### config.mk
export PLATFORM = sky130hd
export DESIGN_NAME = ecs_sequencer
export DESIGN_NICKNAME = d
export VERILOG_FILES = /design/src/rtl/ecs_pkg.sv /design/src/rtl/ecs_sequencer.sv
export SDC_FILE = /design/constraint.sdc
export NUM_CORES = 2
export LEC_CHECK = 0
export ABC_AREA = 0
export CORE_ASPECT_RATIO = 2
export CORE_MARGIN = 5
export CORE_UTILIZATION = 25
export CTS_CLUSTER_SIZE = 14
export DETAILED_ROUTE_END_ITERATION = 7
export DONT_BUFFER_PORTS = 1
export SKIP_CTS_REPAIR_TIMING = 1
export SLEW_MARGIN = 20
export SYNTH_ARGS = -nofsm -noshare
export SYNTH_HDL_FRONTEND = slang
export SYNTH_SLANG_ARGS = --single-unit
### constraint.sdc
create_clock -name SYS_CLK -period 6.4 [get_ports SYS_CLK]
set_input_delay 0 -clock SYS_CLK [delete_from_list [all_inputs] [get_ports SYS_CLK]]
set_output_delay 0 -clock SYS_CLK [all_outputs]
set_load 0.1 [all_outputs]
### src/rtl/ecs_pkg.sv
// Constants, types and carriers for the EEPROM command sequencer.
// Assumes a 16-bit processor bus with byte lanes and one 25 MHz clock.
// How it works
// - Verify command sets blank when array erased
// - Program command writes one buffered word
// - Sector erase clears the two-word sector
// - Mass erase needs disable and open bits
// - Sector modify erases sector then reprograms word
// - Early, misaligned, byte or busy array writes error
// - Second write or command before launch errors
// - Unknown command code errors in normal mode
// - Stray writes or zero to empty flag error
// - Register reads never disturb a sequence
// - Array reads while busy return invalid data
// - Access error locks the sequencer until cleared
// - Protected target or guarded mass erase violates
// - Protection violation locks until cleared
// - Stop aborts command, drops high voltage, flags
// - Stop exit sets empty flag, kills pending
// - Debug opens protection; secured special allows mass only
// - Reset aborts any command at once
// - Interrupt from enabled empty or complete flag
// - Writing one to empty flag launches command
// - Complete flag sets when all commands done
// - Command, address and data form two-stage buffer
package ecs_pkg;
  // ==========================================================
  // Bus geometry
  localparam int ADDR_W = 16;
  localparam int DATA_W = 16;
  localparam int ARRAY_SEL = 15; // Address bit that selects the array
  // ==========================================================
  // Register offsets
  localparam logic [15:0] REG_CTRL = 16'h0000; // Interrupt enables
  localparam logic [15:0] REG_CLKDIV = 16'h0004; // Timing divider
  localparam logic [15:0] REG_PROT = 16'h0008; // Protection
  localparam logic [15:0] REG_STATUS = 16'h000C; // Status and launch
  localparam logic [15:0] REG_CMD = 16'h0010; // Command register
  // ==========================================================
  // Field positions
  localparam int CTRL_BE_IE = 0; // Buffer empty interrupt enable
  localparam int CTRL_CC_IE = 1; // Complete interrupt enable
  localparam int DIV_LOADED = 7; // Divider written since reset
  localparam int DIV_W = 6; // Divider field width
  localparam int PROT_OPEN = 0; // Protection open bit
  localparam int PROT_DIS = 1; // Protection disable bit
  localparam int ST_BE = 7; // Buffer empty flag
  localparam int ST_CC = 6; // Command complete flag
  localparam int ST_PV = 5; // Protection violation flag
  localparam int ST_AE = 4; // Access error flag
  localparam int ST_BLANK = 2; // Erased-verified flag
  // ==========================================================
  // Command codes
  localparam logic [7:0] CMD_VERIFY = 8'h05;
  localparam logic [7:0] CMD_PROG = 8'h20;
  localparam logic [7:0] CMD_SECT = 8'h40;
  localparam logic [7:0] CMD_MASS = 8'h41;
  localparam logic [7:0] CMD_MODIFY = 8'h60;
  // ==========================================================
  // Reset values and array timing in timebase ticks
  localparam logic [15:0] ERASED = 16'hFFFF; // Erased word value
  localparam logic [15:0] INVALID = 16'h0000; // Busy array read value
  localparam logic [7:0] PROT_RST = 8'h00; // Fully protected
  localparam int ERASE_TICKS = 20; // Erase pulse length
  localparam int PROG_TICKS = 6; // Program pulse length
  // ==========================================================
  // Types
  typedef enum logic [1:0] {
    ECS_X_IDLE = 2'h0, ECS_X_ERASE = 2'h1,
    ECS_X_PROG = 2'h3, ECS_X_VERIFY = 2'h2
  } ecs_exec_e;
  typedef enum logic [1:0] {
    ECS_S_EMPTY = 2'h0, ECS_S_ADDR = 2'h1, ECS_S_CMD = 2'h3
  } ecs_seq_e;
  typedef struct packed {
    logic [7:0] cmd; // Command code
    logic [14:0] baddr; // Byte address in array
    logic [15:0] data; // Word to program
  } ecs_job_s;
endpackage : ecs_pkg

### src/rtl/ecs_sequencer.sv
// EEPROM command sequencer: command write checks, two-stage buffer,
// executing state machine with timebase and a small modelled array.
// Assumes a plain register port; mode pins come from another domain.
//
// The plain strobed port and the address map are this design's own decisions.
`timescale 1ns/10ps
`default_nettype none
module ecs_sequencer #(
  parameter int ARRAY_WORDS = 64 // Array size in 16-bit words
) (
  input wire logic SYS_CLK,
  input wire logic RST_N,
  input wire logic [15:0] ADDR,
  input wire logic [15:0] WDATA,
  input wire logic [1:0] BYTE_EN,
  input wire logic WR,
  input wire logic RD,
  output logic [15:0] RDATA,
  input wire logic STOP_MODE,
  input wire logic DEBUG_MODE,
  input wire logic SPECIAL_MODE,
  input wire logic SECURED,
  output logic IRQ,
  output logic HV_EN
);
  localparam int WI = $clog2(ARRAY_WORDS); // Word index width
  localparam logic [WI-1:0] LAST = WI'(ARRAY_WORDS - 1);
  localparam logic [4:0] ERASE_N = 5'(ecs_pkg::ERASE_TICKS - 1);
  localparam logic [4:0] PROG_N = 5'(ecs_pkg::PROG_TICKS - 1);
  // ==========================================================
  // Pin synchronisers, two flops each
  logic [3:0] pin_m_r; // First stage
  logic [3:0] pin_s_r; // Second stage
  logic stop_d_r; // Stop delayed for edge detection
  always_ff @(posedge SYS_CLK) begin
    if (!RST_N) begin
      pin_m_r <= 4'h0;
      pin_s_r <= 4'h0;
      stop_d_r <= 1'b0;
    end else begin
      pin_m_r <= {SECURED, SPECIAL_MODE, DEBUG_MODE, STOP_MODE};
      pin_s_r <= pin_m_r;
      stop_d_r <= pin_s_r[0];
    end
  end
  logic stop_s, dbg_s, spec_s, sec_s; // Synchronised mode pins
  assign {sec_s, spec_s, dbg_s, stop_s} = pin_s_r;
  // ==========================================================
  // State
  logic [7:0] ctrl_r, ctrl_nxt; // Interrupt enables
  logic [5:0] div_r, div_nxt; // Timebase divider value
  logic div_ld_r, div_ld_nxt; // Divider written
  logic [7:0] prot_r, prot_nxt; // Protection bits
  logic be_r, be_nxt, cc_r, cc_nxt; // Empty and complete flags
  logic ae_r, ae_nxt, pv_r, pv_nxt; // Error flags
  logic blank_r, blank_nxt; // Erased-verified flag
  ecs_pkg::ecs_seq_e seq_r, seq_nxt; // Command write progress
  ecs_pkg::ecs_job_s buf_r, buf_nxt; // First buffer stage
  ecs_pkg::ecs_job_s pend_r, pend_nxt; // Launched, waiting
  logic pend_v_r, pend_v_nxt; // Pending stage holds a job
  ecs_pkg::ecs_job_s job_r, job_nxt; // Executing job
  ecs_pkg::ecs_exec_e x_r, x_nxt; // Execution state
  logic [5:0] dcnt_r, dcnt_nxt; // Divider counter
  logic [4:0] tcnt_r, tcnt_nxt; // Ticks in current pulse
  logic [WI-1:0] vcnt_r, vcnt_nxt; // Verify scan index
  logic vok_r, vok_nxt; // All scanned words erased
  logic [15:0] rdata_nxt;
  logic irq_nxt, hv_nxt;
  logic [15:0] mem [ARRAY_WORDS]; // Modelled array
  logic erase_all, erase_sec, prog_w; // Array operations
  // ==========================================================
  // Decode helpers
  logic arr_acc, reg_wr, st_wr, cmd_wr, locked, prot_any;
  logic launch, tick, stop_rise, stop_fall, code_ok;
  logic [WI-1:0] jidx; // Word index of executing job
  assign arr_acc = ADDR[ecs_pkg::ARRAY_SEL];
  assign reg_wr = WR && !arr_acc;
  assign st_wr = reg_wr && ADDR == ecs_pkg::REG_STATUS;
  assign cmd_wr = reg_wr && ADDR == ecs_pkg::REG_CMD;
  assign locked = ae_r || pv_r;
  // Any protection active unless both disable and open are set
  assign prot_any = !(prot_r[ecs_pkg::PROT_DIS]
                      && prot_r[ecs_pkg::PROT_OPEN]);
  assign launch = st_wr && seq_r == ecs_pkg::ECS_S_CMD
                  && WDATA[ecs_pkg::ST_BE] && !locked;
  assign tick = div_ld_r && dcnt_r == div_r;
  assign stop_rise = stop_s && !stop_d_r;
  assign stop_fall = !stop_s && stop_d_r;
  assign code_ok = WDATA[7:0] inside {ecs_pkg::CMD_VERIFY, ecs_pkg::CMD_PROG,
    ecs_pkg::CMD_SECT, ecs_pkg::CMD_MASS, ecs_pkg::CMD_MODIFY};
  assign jidx = job_r.baddr[WI:1];
  // ==========================================================
  // Command write sequence, flags and registers
  always_comb begin
    ctrl_nxt = ctrl_r;
    div_nxt = div_r;
    div_ld_nxt = div_ld_r;
    prot_nxt = prot_r;
    be_nxt = be_r;
    cc_nxt = cc_r;
    ae_nxt = ae_r;
    pv_nxt = pv_r;
    blank_nxt = blank_r;
    seq_nxt = seq_r;
    buf_nxt = buf_r;
    pend_nxt = pend_r;
    pend_v_nxt = pend_v_r;
    // Clear-on-one of error flags; sets below win
    if (st_wr && seq_r == ecs_pkg::ECS_S_EMPTY) begin
      if (WDATA[ecs_pkg::ST_AE]) ae_nxt = 1'b0;
      if (WDATA[ecs_pkg::ST_PV]) pv_nxt = 1'b0;
    end
    if (WR && arr_acc) begin
      // Array write opens a sequence
      if (!div_ld_r || BYTE_EN != 2'h3 || ADDR[0] || !be_r
          || seq_r != ecs_pkg::ECS_S_EMPTY || locked) begin
        ae_nxt = 1'b1;
        seq_nxt = ecs_pkg::ECS_S_EMPTY;
      end else if (prot_any && ADDR[WI]) begin
        pv_nxt = 1'b1; // Upper half guarded
      end else begin
        buf_nxt.baddr = ADDR[14:0];
        buf_nxt.data = WDATA;
        seq_nxt = ecs_pkg::ECS_S_ADDR;
      end
    end else if (cmd_wr && seq_r == ecs_pkg::ECS_S_ADDR) begin
      if (!code_ok && !spec_s) begin
        ae_nxt = 1'b1;
        seq_nxt = ecs_pkg::ECS_S_EMPTY;
      end else if (spec_s && sec_s
                   && WDATA[7:0] != ecs_pkg::CMD_MASS) begin
        ae_nxt = 1'b1; // Secured: mass erase only
        seq_nxt = ecs_pkg::ECS_S_EMPTY;
      end else if (WDATA[7:0] == ecs_pkg::CMD_MASS && prot_any) begin
        pv_nxt = 1'b1;
        seq_nxt = ecs_pkg::ECS_S_EMPTY;
      end else begin
        buf_nxt.cmd = WDATA[7:0];
        seq_nxt = ecs_pkg::ECS_S_CMD;
      end
    end else if (launch) begin
      // Move first stage into pending stage
      pend_nxt = buf_r;
      pend_v_nxt = 1'b1;
      be_nxt = 1'b0;
      cc_nxt = 1'b0;
      blank_nxt = 1'b0;
      seq_nxt = ecs_pkg::ECS_S_EMPTY;
    end else if (reg_wr && seq_r != ecs_pkg::ECS_S_EMPTY) begin
      // Other register write, second command or zero launch bit
      ae_nxt = 1'b1;
      seq_nxt = ecs_pkg::ECS_S_EMPTY;
    end else if (reg_wr) begin
      // Plain configuration writes outside a sequence
      if (ADDR == ecs_pkg::REG_CTRL) ctrl_nxt = WDATA[7:0];
      if (ADDR == ecs_pkg::REG_CLKDIV) begin
        div_nxt = WDATA[ecs_pkg::DIV_W-1:0];
        div_ld_nxt = 1'b1;
      end
      if (ADDR == ecs_pkg::REG_PROT && dbg_s)
        prot_nxt = WDATA[7:0];
    end
    // Pending job moves to execution, buffer empties
    if (pend_v_r && x_r == ecs_pkg::ECS_X_IDLE && !stop_s) begin
      pend_v_nxt = 1'b0;
      be_nxt = 1'b1;
      if (x_nxt == ecs_pkg::ECS_X_IDLE) cc_nxt = 1'b1; // No-op done
    end
    // Done only when nothing executes nor waits
    if (x_r != ecs_pkg::ECS_X_IDLE && x_nxt == ecs_pkg::ECS_X_IDLE
        && !pend_v_r && !launch)
      cc_nxt = 1'b1;
    if (x_r == ecs_pkg::ECS_X_VERIFY && vcnt_r == LAST)
      blank_nxt = vok_r && mem[vcnt_r] == ecs_pkg::ERASED;
    // Stop entry while busy drops the pending job, sets cc and ae
    if (stop_rise && !cc_r) begin
      pend_v_nxt = 1'b0;
      cc_nxt = 1'b1;
      ae_nxt = 1'b1;
    end
    // Stop exit kills pending command
    if (stop_fall) begin
      pend_v_nxt = 1'b0;
      be_nxt = 1'b1;
      seq_nxt = ecs_pkg::ECS_S_EMPTY;
    end
  end
  // ==========================================================
  // Execution state machine
  always_comb begin
    x_nxt = x_r;
    job_nxt = job_r;
    tcnt_nxt = tcnt_r;
    vcnt_nxt = vcnt_r;
    vok_nxt = vok_r;
    dcnt_nxt = tick ? 6'h00 : dcnt_r + 6'h01;
    erase_all = 1'b0;
    erase_sec = 1'b0;
    prog_w = 1'b0;
    case (x_r)
      ecs_pkg::ECS_X_IDLE: begin
        if (pend_v_r && !stop_s) begin
          job_nxt = pend_r;
          tcnt_nxt = 5'h00;
          vcnt_nxt = '0;
          vok_nxt = 1'b1;
          case (pend_r.cmd)
            ecs_pkg::CMD_VERIFY: x_nxt = ecs_pkg::ECS_X_VERIFY;
            ecs_pkg::CMD_PROG: x_nxt = ecs_pkg::ECS_X_PROG;
            ecs_pkg::CMD_SECT, ecs_pkg::CMD_MASS,
            ecs_pkg::CMD_MODIFY: x_nxt = ecs_pkg::ECS_X_ERASE;
            default: x_nxt = ecs_pkg::ECS_X_IDLE; // Special no-op
          endcase
        end
      end
      ecs_pkg::ECS_X_ERASE: begin
        if (tick) tcnt_nxt = tcnt_r + 5'h01;
        if (tick && tcnt_r == ERASE_N) begin
          erase_all = job_r.cmd == ecs_pkg::CMD_MASS;
          erase_sec = !erase_all;
          tcnt_nxt = 5'h00;
          x_nxt = job_r.cmd == ecs_pkg::CMD_MODIFY
                  ? ecs_pkg::ECS_X_PROG : ecs_pkg::ECS_X_IDLE;
        end
      end
      ecs_pkg::ECS_X_PROG: begin
        if (tick) tcnt_nxt = tcnt_r + 5'h01;
        if (tick && tcnt_r == PROG_N) begin
          prog_w = 1'b1;
          x_nxt = ecs_pkg::ECS_X_IDLE;
        end
      end
      ecs_pkg::ECS_X_VERIFY: begin
        // One word per clock over the whole array
        vok_nxt = vok_r && mem[vcnt_r] == ecs_pkg::ERASED;
        vcnt_nxt = vcnt_r + WI'(1);
        if (vcnt_r == LAST) x_nxt = ecs_pkg::ECS_X_IDLE;
      end
      default: x_nxt = ecs_pkg::ECS_X_IDLE;
    endcase
    // Stop entry drops the active command
    if (stop_rise) begin
      x_nxt = ecs_pkg::ECS_X_IDLE;
      erase_all = 1'b0;
      erase_sec = 1'b0;
      prog_w = 1'b0;
    end
  end
  // ==========================================================
  // Outputs: read data, interrupt, high voltage
  always_comb begin
    rdata_nxt = 16'h0000;
    if (RD && arr_acc)
      rdata_nxt = cc_r ? mem[ADDR[WI:1]] : ecs_pkg::INVALID;
    else if (RD) begin
      // Reads have no side effects
      case (ADDR)
        ecs_pkg::REG_CTRL: rdata_nxt = {8'h00, ctrl_r};
        ecs_pkg::REG_CLKDIV: rdata_nxt = {8'h00, div_ld_r, 1'b0, div_r};
        ecs_pkg::REG_PROT: rdata_nxt = {8'h00, prot_r};
        ecs_pkg::REG_STATUS: rdata_nxt = {8'h00, be_r, cc_r, pv_r, ae_r,
                                          1'b0, blank_r, 2'h0};
        ecs_pkg::REG_CMD: rdata_nxt = {8'h00, buf_r.cmd};
        default: rdata_nxt = 16'h0000;
      endcase
    end
    irq_nxt = (be_nxt && ctrl_nxt[ecs_pkg::CTRL_BE_IE])
              || (cc_nxt && ctrl_nxt[ecs_pkg::CTRL_CC_IE]);
    hv_nxt = x_nxt inside {ecs_pkg::ECS_X_ERASE, ecs_pkg::ECS_X_PROG};
  end
  // ==========================================================
  // Register all state; reset aborts any command
  always_ff @(posedge SYS_CLK) begin
    if (!RST_N) begin
      ctrl_r <= 8'h00;
      div_r <= 6'h00;
      div_ld_r <= 1'b0;
      prot_r <= ecs_pkg::PROT_RST;
      be_r <= 1'b1;
      cc_r <= 1'b1;
      ae_r <= 1'b0;
      pv_r <= 1'b0;
      blank_r <= 1'b0;
      seq_r <= ecs_pkg::ECS_S_EMPTY;
      buf_r <= '0;
      pend_r <= '0;
      pend_v_r <= 1'b0;
      job_r <= '0;
      x_r <= ecs_pkg::ECS_X_IDLE;
      dcnt_r <= 6'h00;
      tcnt_r <= 5'h00;
      vcnt_r <= '0;
      vok_r <= 1'b0;
      RDATA <= 16'h0000;
      IRQ <= 1'b0;
      HV_EN <= 1'b0;
    end else begin
      ctrl_r <= ctrl_nxt;
      div_r <= div_nxt;
      div_ld_r <= div_ld_nxt;
      prot_r <= prot_nxt;
      be_r <= be_nxt;
      cc_r <= cc_nxt;
      ae_r <= ae_nxt;
      pv_r <= pv_nxt;
      blank_r <= blank_nxt;
      seq_r <= seq_nxt;
      buf_r <= buf_nxt;
      pend_r <= pend_nxt;
      pend_v_r <= pend_v_nxt;
      job_r <= job_nxt;
      x_r <= x_nxt;
      dcnt_r <= dcnt_nxt;
      tcnt_r <= tcnt_nxt;
      vcnt_r <= vcnt_nxt;
      vok_r <= vok_nxt;
      RDATA <= rdata_nxt;
      IRQ <= irq_nxt;
      HV_EN <= hv_nxt;
    end
  end
  // ==========================================================
  // Array words, one generate entry per word
  for (genvar w = 0; w < ARRAY_WORDS; w++) begin : g_word
    localparam logic [WI-1:0] WIDX = WI'(w); // This entry's index
    always_ff @(posedge SYS_CLK) begin
      if (erase_all || (erase_sec && jidx[WI-1:1] == WIDX[WI-1:1]))
        mem[w] <= ecs_pkg::ERASED;
      else if (prog_w && jidx == WIDX)
        mem[w] <= job_r.data;
    end
  end
  // ==========================================================
  // Assertions
  launch_clears_cc_a: assert property (@(posedge SYS_CLK)
    disable iff (!RST_N) launch && !stop_s |=> !cc_r && !be_r)
    else $error("launch did not clear complete and empty");
  bad_code_ae_a: assert property (@(posedge SYS_CLK)
    disable iff (!RST_N) cmd_wr && seq_r == ecs_pkg::ECS_S_ADDR
    && !code_ok && !spec_s |=> ae_r && seq_r == ecs_pkg::ECS_S_EMPTY)
    else $error("invalid command not flagged");
  zero_launch_ae_a: assert property (@(posedge SYS_CLK)
    disable iff (!RST_N) st_wr && seq_r == ecs_pkg::ECS_S_CMD
    && !WDATA[ecs_pkg::ST_BE] |=> ae_r && !pend_v_r)
    else $error("zero to empty flag did not abort");
  mass_guard_pv_a: assert property (@(posedge SYS_CLK)
    disable iff (!RST_N) cmd_wr && seq_r == ecs_pkg::ECS_S_ADDR
    && WDATA[7:0] == ecs_pkg::CMD_MASS && prot_any && !ae_r
    && !(spec_s && !sec_s && !code_ok) |=> pv_r)
    else $error("guarded mass erase not flagged");
  lock_holds_a: assert property (@(posedge SYS_CLK)
    disable iff (!RST_N) locked && cc_r && !stop_rise
    |=> cc_r [*2])
    else $error("locked sequencer launched a command");
  stop_abort_a: assert property (@(posedge SYS_CLK)
    disable iff (!RST_N) stop_rise && !cc_r
    |=> cc_r && ae_r && x_r == ecs_pkg::ECS_X_IDLE ##1 !HV_EN)
    else $error("stop entry did not abort");
  read_quiet_a: assert property (@(posedge SYS_CLK)
    disable iff (!RST_N) RD && !ae_r && !stop_rise |=> !ae_r)
    else $error("register read set access error");
  busy_read_a: assert property (@(posedge SYS_CLK)
    disable iff (!RST_N) RD && arr_acc && !cc_r
    |=> RDATA == ecs_pkg::INVALID)
    else $error("busy array read returned data");
  done_idle_a: assert property (@(posedge SYS_CLK)
    disable iff (!RST_N) $rose(cc_r)
    |-> x_r == ecs_pkg::ECS_X_IDLE && !pend_v_r)
    else $error("complete set with work outstanding");
  early_write_a: assert property (@(posedge SYS_CLK)
    disable iff (!RST_N) WR && arr_acc && !div_ld_r |=> ae_r)
    else $error("array write before divider not flagged");
  lock_refuse_a: assert property (@(posedge SYS_CLK)
    disable iff (!RST_N) locked && WR && arr_acc
    |=> ae_r && seq_r == ecs_pkg::ECS_S_EMPTY)
    else $error("locked sequencer accepted an array write");
  launch_c: cover property (@(posedge SYS_CLK) disable iff (!RST_N)
    launch ##[1:400] $rose(cc_r));
  blank_c: cover property (@(posedge SYS_CLK) disable iff (!RST_N)
    $rose(blank_r));
  modify_c: cover property (@(posedge SYS_CLK) disable iff (!RST_N)
    x_r == ecs_pkg::ECS_X_ERASE ##1 x_r == ecs_pkg::ECS_X_PROG);
endmodule : ecs_sequencer
`default_nettype wire

==> results by group <==
Clock network
  – Sink Count: 1,197
  – CTS root buf: clkbuf_16
  – TritonCTS clock tree: done
  – Num CTS Buffers: 101
  – Later-pin clock latency in the skew report: 0.76 ns
  – CTS max path bufs: 3
  – Clock Pin Slew Worst Setup and Hold Paths: 0.07 ns
  – H-Tree Depth: 3

Detailed routing
  – Routed wire length: 215 mm
  – DR pass1 iterations: 7
  – Met1 WL: 62.7 mm
  – Wire per inst: 29.4 um
  – DRC: 0
  – Met3 WL: 14.7 mm
  – Total number of vias: 38,700
  – DRT iter0 DRCs: 3,868
  – Met2 wire length: 111 mm
  – Post-DRT Antenna Nets: 0
  – Highest Signal Layer: met5
  – Avg Vias per Cell: 5.29

Logic synthesis
  – Synth Cell Area: 57,500 sq um
  – Multiplexer share of the synthesized area: 13.8%
  – Area leader, netlist: edfxtp_1
  – Synth warn: 0
  – Register area share after synthesis: 59.5%
  – Largest family of logic cells by synthesized area: simple AND/OR/NAND/NOR gates
  – Post-synthesis compound-gate area fraction: 4.01%
  – Most common cell in the netlist: edfxtp_1
  – Synth cell types: 76
  – Async SR Flop Fraction: 0%
  – Simple-gate portion of the synthesized area: 19.4%
  – Adder-cell share of the synthesized area: 0.0871%
  – Synth area leaders: edfxtp_1, mux4_2, or2_2
  – Synth Instances: 4,389
  – Avg Inst Size Synth: 13.1 sq um
  – Number of synthesized register bits: 1,197
  – Synth top area share: 53.5%
  – Number of flops mapped to enable cells by yosys: 1,024
  – Xor/xnor share of the synthesized area: 0.213%
  – Predominant post-synthesis flop cell: edfxtp_1
  – Most frequent cells after synthesis: edfxtp_1, or2_2, or3_1
  – Post-Syn Nets: 4,435

Floorplan
  – Starting Density: 25.0%
  – Die area: 240,000 sq um
  – Number of cell rows: 249
  – Die Ht: 688 um
  – Core area: 230,000 sq um
  – Top Ports: 60
  – Die W: 349 um

Cells and area
  – Layout cells sized above 1: 28.7%
  – P&R area growth vs syn: 11.4%
  – Layout Nets: 4,277

Power
  – Leak: 20.9 nW
  – Power Density: 228 nW/um^2
  – Total Power: 14.6 mW
  – Worst vdd ir: 0.000235 V

GRT
  – Grt ovf: 0
  – Initial antenna violation count: 22
  – Largest net degree at the start of global routing: 264
  – Total Routing Usage GR: 17.1%
  – First-pass GRT wire length: 295 mm
  – Vias in the first global route: 39,000

Worst setup path
  – Crit-path cells: ha_1, nor4bb_1, or4b_4, or4_4, nor3_4, nand2_1, nand2_1
  – Reg2Reg Setup Slack: 2.04 ns
  – Critical path buffers and inverters: 0
  – Critical Path AT: 4.70 ns
  – CP Launch Point: tcnt_r[0]
  – Critical path depth: 7
  – Reg2Reg Depth: 7
  – Reg-to-Reg Start: tcnt_r[0]
  – Crit path kind: register to register
  – Family with the most delay on the worst path: simple AND/OR/NAND/NOR gates
  – CP startpoint kind: register
  – Crit-path slowest cell: nand2_1
  – Crit path required time: 6.74 ns
  – Max FO, Critical Path: 17
  – Critical Path Sink Type: register
  – Critical Path End: mem[32][9]
  – Crit path largest cell delay: 0.78 ns
  – Crit-path most repeated cell: nand2_1
  – FF-to-FF End: mem[32][9]

Timing
  – Ratio of final minimum period to clock period: 68.1%
  – Fin Clk Skew: 0.0575 ns
  – Final slew viol count: 0
  – Unrepaired setup endpoints after global routing: no
  – Fin Hold WS: -0.0297 ns
  – Slew at the pin with the worst max-slew slack: 1.17 ns
  – Final Setup Violations: 0
  – Min Tclk post-route: 4.36 ns
  – Highest Clock Rate: 229 MHz
  – Final hold vios: 8
  – Fin Setup TNS: 0 ns
  – Slew HR: 21.8%

Run status
  – Outcome: finished, violations left
  – Violated checks: hold timing

Hold path
  – Hold WC Path Type: input port to register

Placement
  – Detailed placement HPWL: 147 mm
  – Routability Congestion: 0.990
  – Port Buf Inserts: 0

Job
  – Max cap viols: 0
worst min-delay path by stage:
| stage | start | to | cells after the start |
|---|---|---|---|
| after global routing | ADDR[14] | RDATA[3] | 6 |
| final | WR | pv_r | 7 |
| after detailed placement | RST_N | cc_r | 1 |
| after global placement | RST_N | cc_r | 1 |
| after floorplan | STOP_MODE | pin_m_r[0] | 1 |
| after CTS | RST_N | cc_r | 1 |
cell type report:
cell class | count | area, sq um
inverter | 15 | 58.8
timing repair buffer | 152 | 1290
tap | 3012 | 3770
fill | 23100 | 166000
antenna | 6 | 15.0
sequential | 1197 | 34200
clock buffer | 130 | 2730
multi-input combinational | 2764 | 21600
clock inverter | 29 | 327
power by group:
| group | switching (mW) | internal (mW) |
|---|---|---|
| sequential | 0.0139 | 8.34 |
| clock | 2.97 | 3.09 |
| combinational | 0.0863 | 0.112 |
| total | 3.07 | 11.5 |
worst register-to-register path: stages, from the launching register on:
cell	delay (ns)
dfxtp_1	0.40
ha_1	0.16
nor4bb_1	0.36
or4b_4	0.56
or4_4	0.53
nor3_4	0.64
nand2_1	0.54
nand2_1	0.78
routing by layer:
| layer | GRT usage (%) | vias to the layer above |
|---|---|---|
| met5 | 0 | - |
| li1 | - | 16300 |
| met1 | 15.4 | 19600 |
| met4 | 16.7 | 16 |
| met2 | 31.0 | 1988 |
| met3 | 3.62 | 759 |
flip-flops by register name, indices dropped and copies added (netlist names), 2 cells and up, named ones only:
signal   flops
RDATA       16
pin_m_r      4
pend_r      30
div_r        6
seq_r        2
prot_r       8
buf_r       30
x_r          2
jidx         6
ctrl_r       8
vcnt_r       6
tcnt_r       5
pin_s_r      4
job_r       24
mem       1024
dcnt_r       6
kinds of logic after synthesis:
logic type                 after synthesis
buffers and inverters                  428
AOI/OAI and AO/OA                      365
xor gates and xnor gates                14
DFF                                   1197
and+or+nand+nor                       1970
adders and majority gates                4
muxes                                  411
metrics by stage:
| step | area, sq um | setup slack [ns] | hold slack (ns) | std cells | util, % |
|---|---|---|---|---|---|
| finish | 64100 | 2.04 | -0.0297 | 7305 | 27.9 |
| floorplan | 57500 | 2.60 | 0.127 | 4389 | - |
| detailed placement | 60400 | 2.16 | 0.0698 | 7084 | 26.3 |
| global placement | 60400 | 1.77 | 0.0674 | 7083 | 26.3 |
| global route | 64100 | 1.96 | 0.0150 | 7302 | 27.9 |
| CTS | 63500 | 2.18 | -0.670 | 7243 | 27.6 |
cells in the final DEF (no fill, tap or decap), types with 9 or more instances in the layout:
master / netlist / routed
nand2_1: 319 / 318
and2_1: 13 / 13
or3_1: 393 / 392
mux4_2: 303 / 303
dfxtp_2: 0 / 18
clkinv_1: 0 / 9
edfxtp_1: 1024 / 1024
o21ai_0: 100 / 76
dlygate4sd3_1: 0 / 55
clkbuf_16: 0 / 103
dfxtp_1: 173 / 154
mux2i_1: 98 / 96
nand4_1: 182 / 182
nor4_1: 25 / 25
nand2b_1: 20 / 18
and3_1: 10 / 10
nand3_1: 74 / 74
a211oi_1: 10 / 10
nor3_1: 71 / 68
o21ai_1: 1 / 25
buf_4: 7 / 95
and4_1: 11 / 11
mux2_2: 10 / 10
inv_1: 15 / 17
a21oi_1: 118 / 117
o211ai_1: 11 / 11
xnor2_1: 9 / 9
o221ai_1: 34 / 34
nor2b_1: 11 / 11
nand4b_1: 13 / 13
or2_2: 650 / 651
o22ai_1: 23 / 23
nor2_1: 137 / 137
clkbuf_1: 333 / 22
Note: power is estimated with default switching activity, not from simulation.
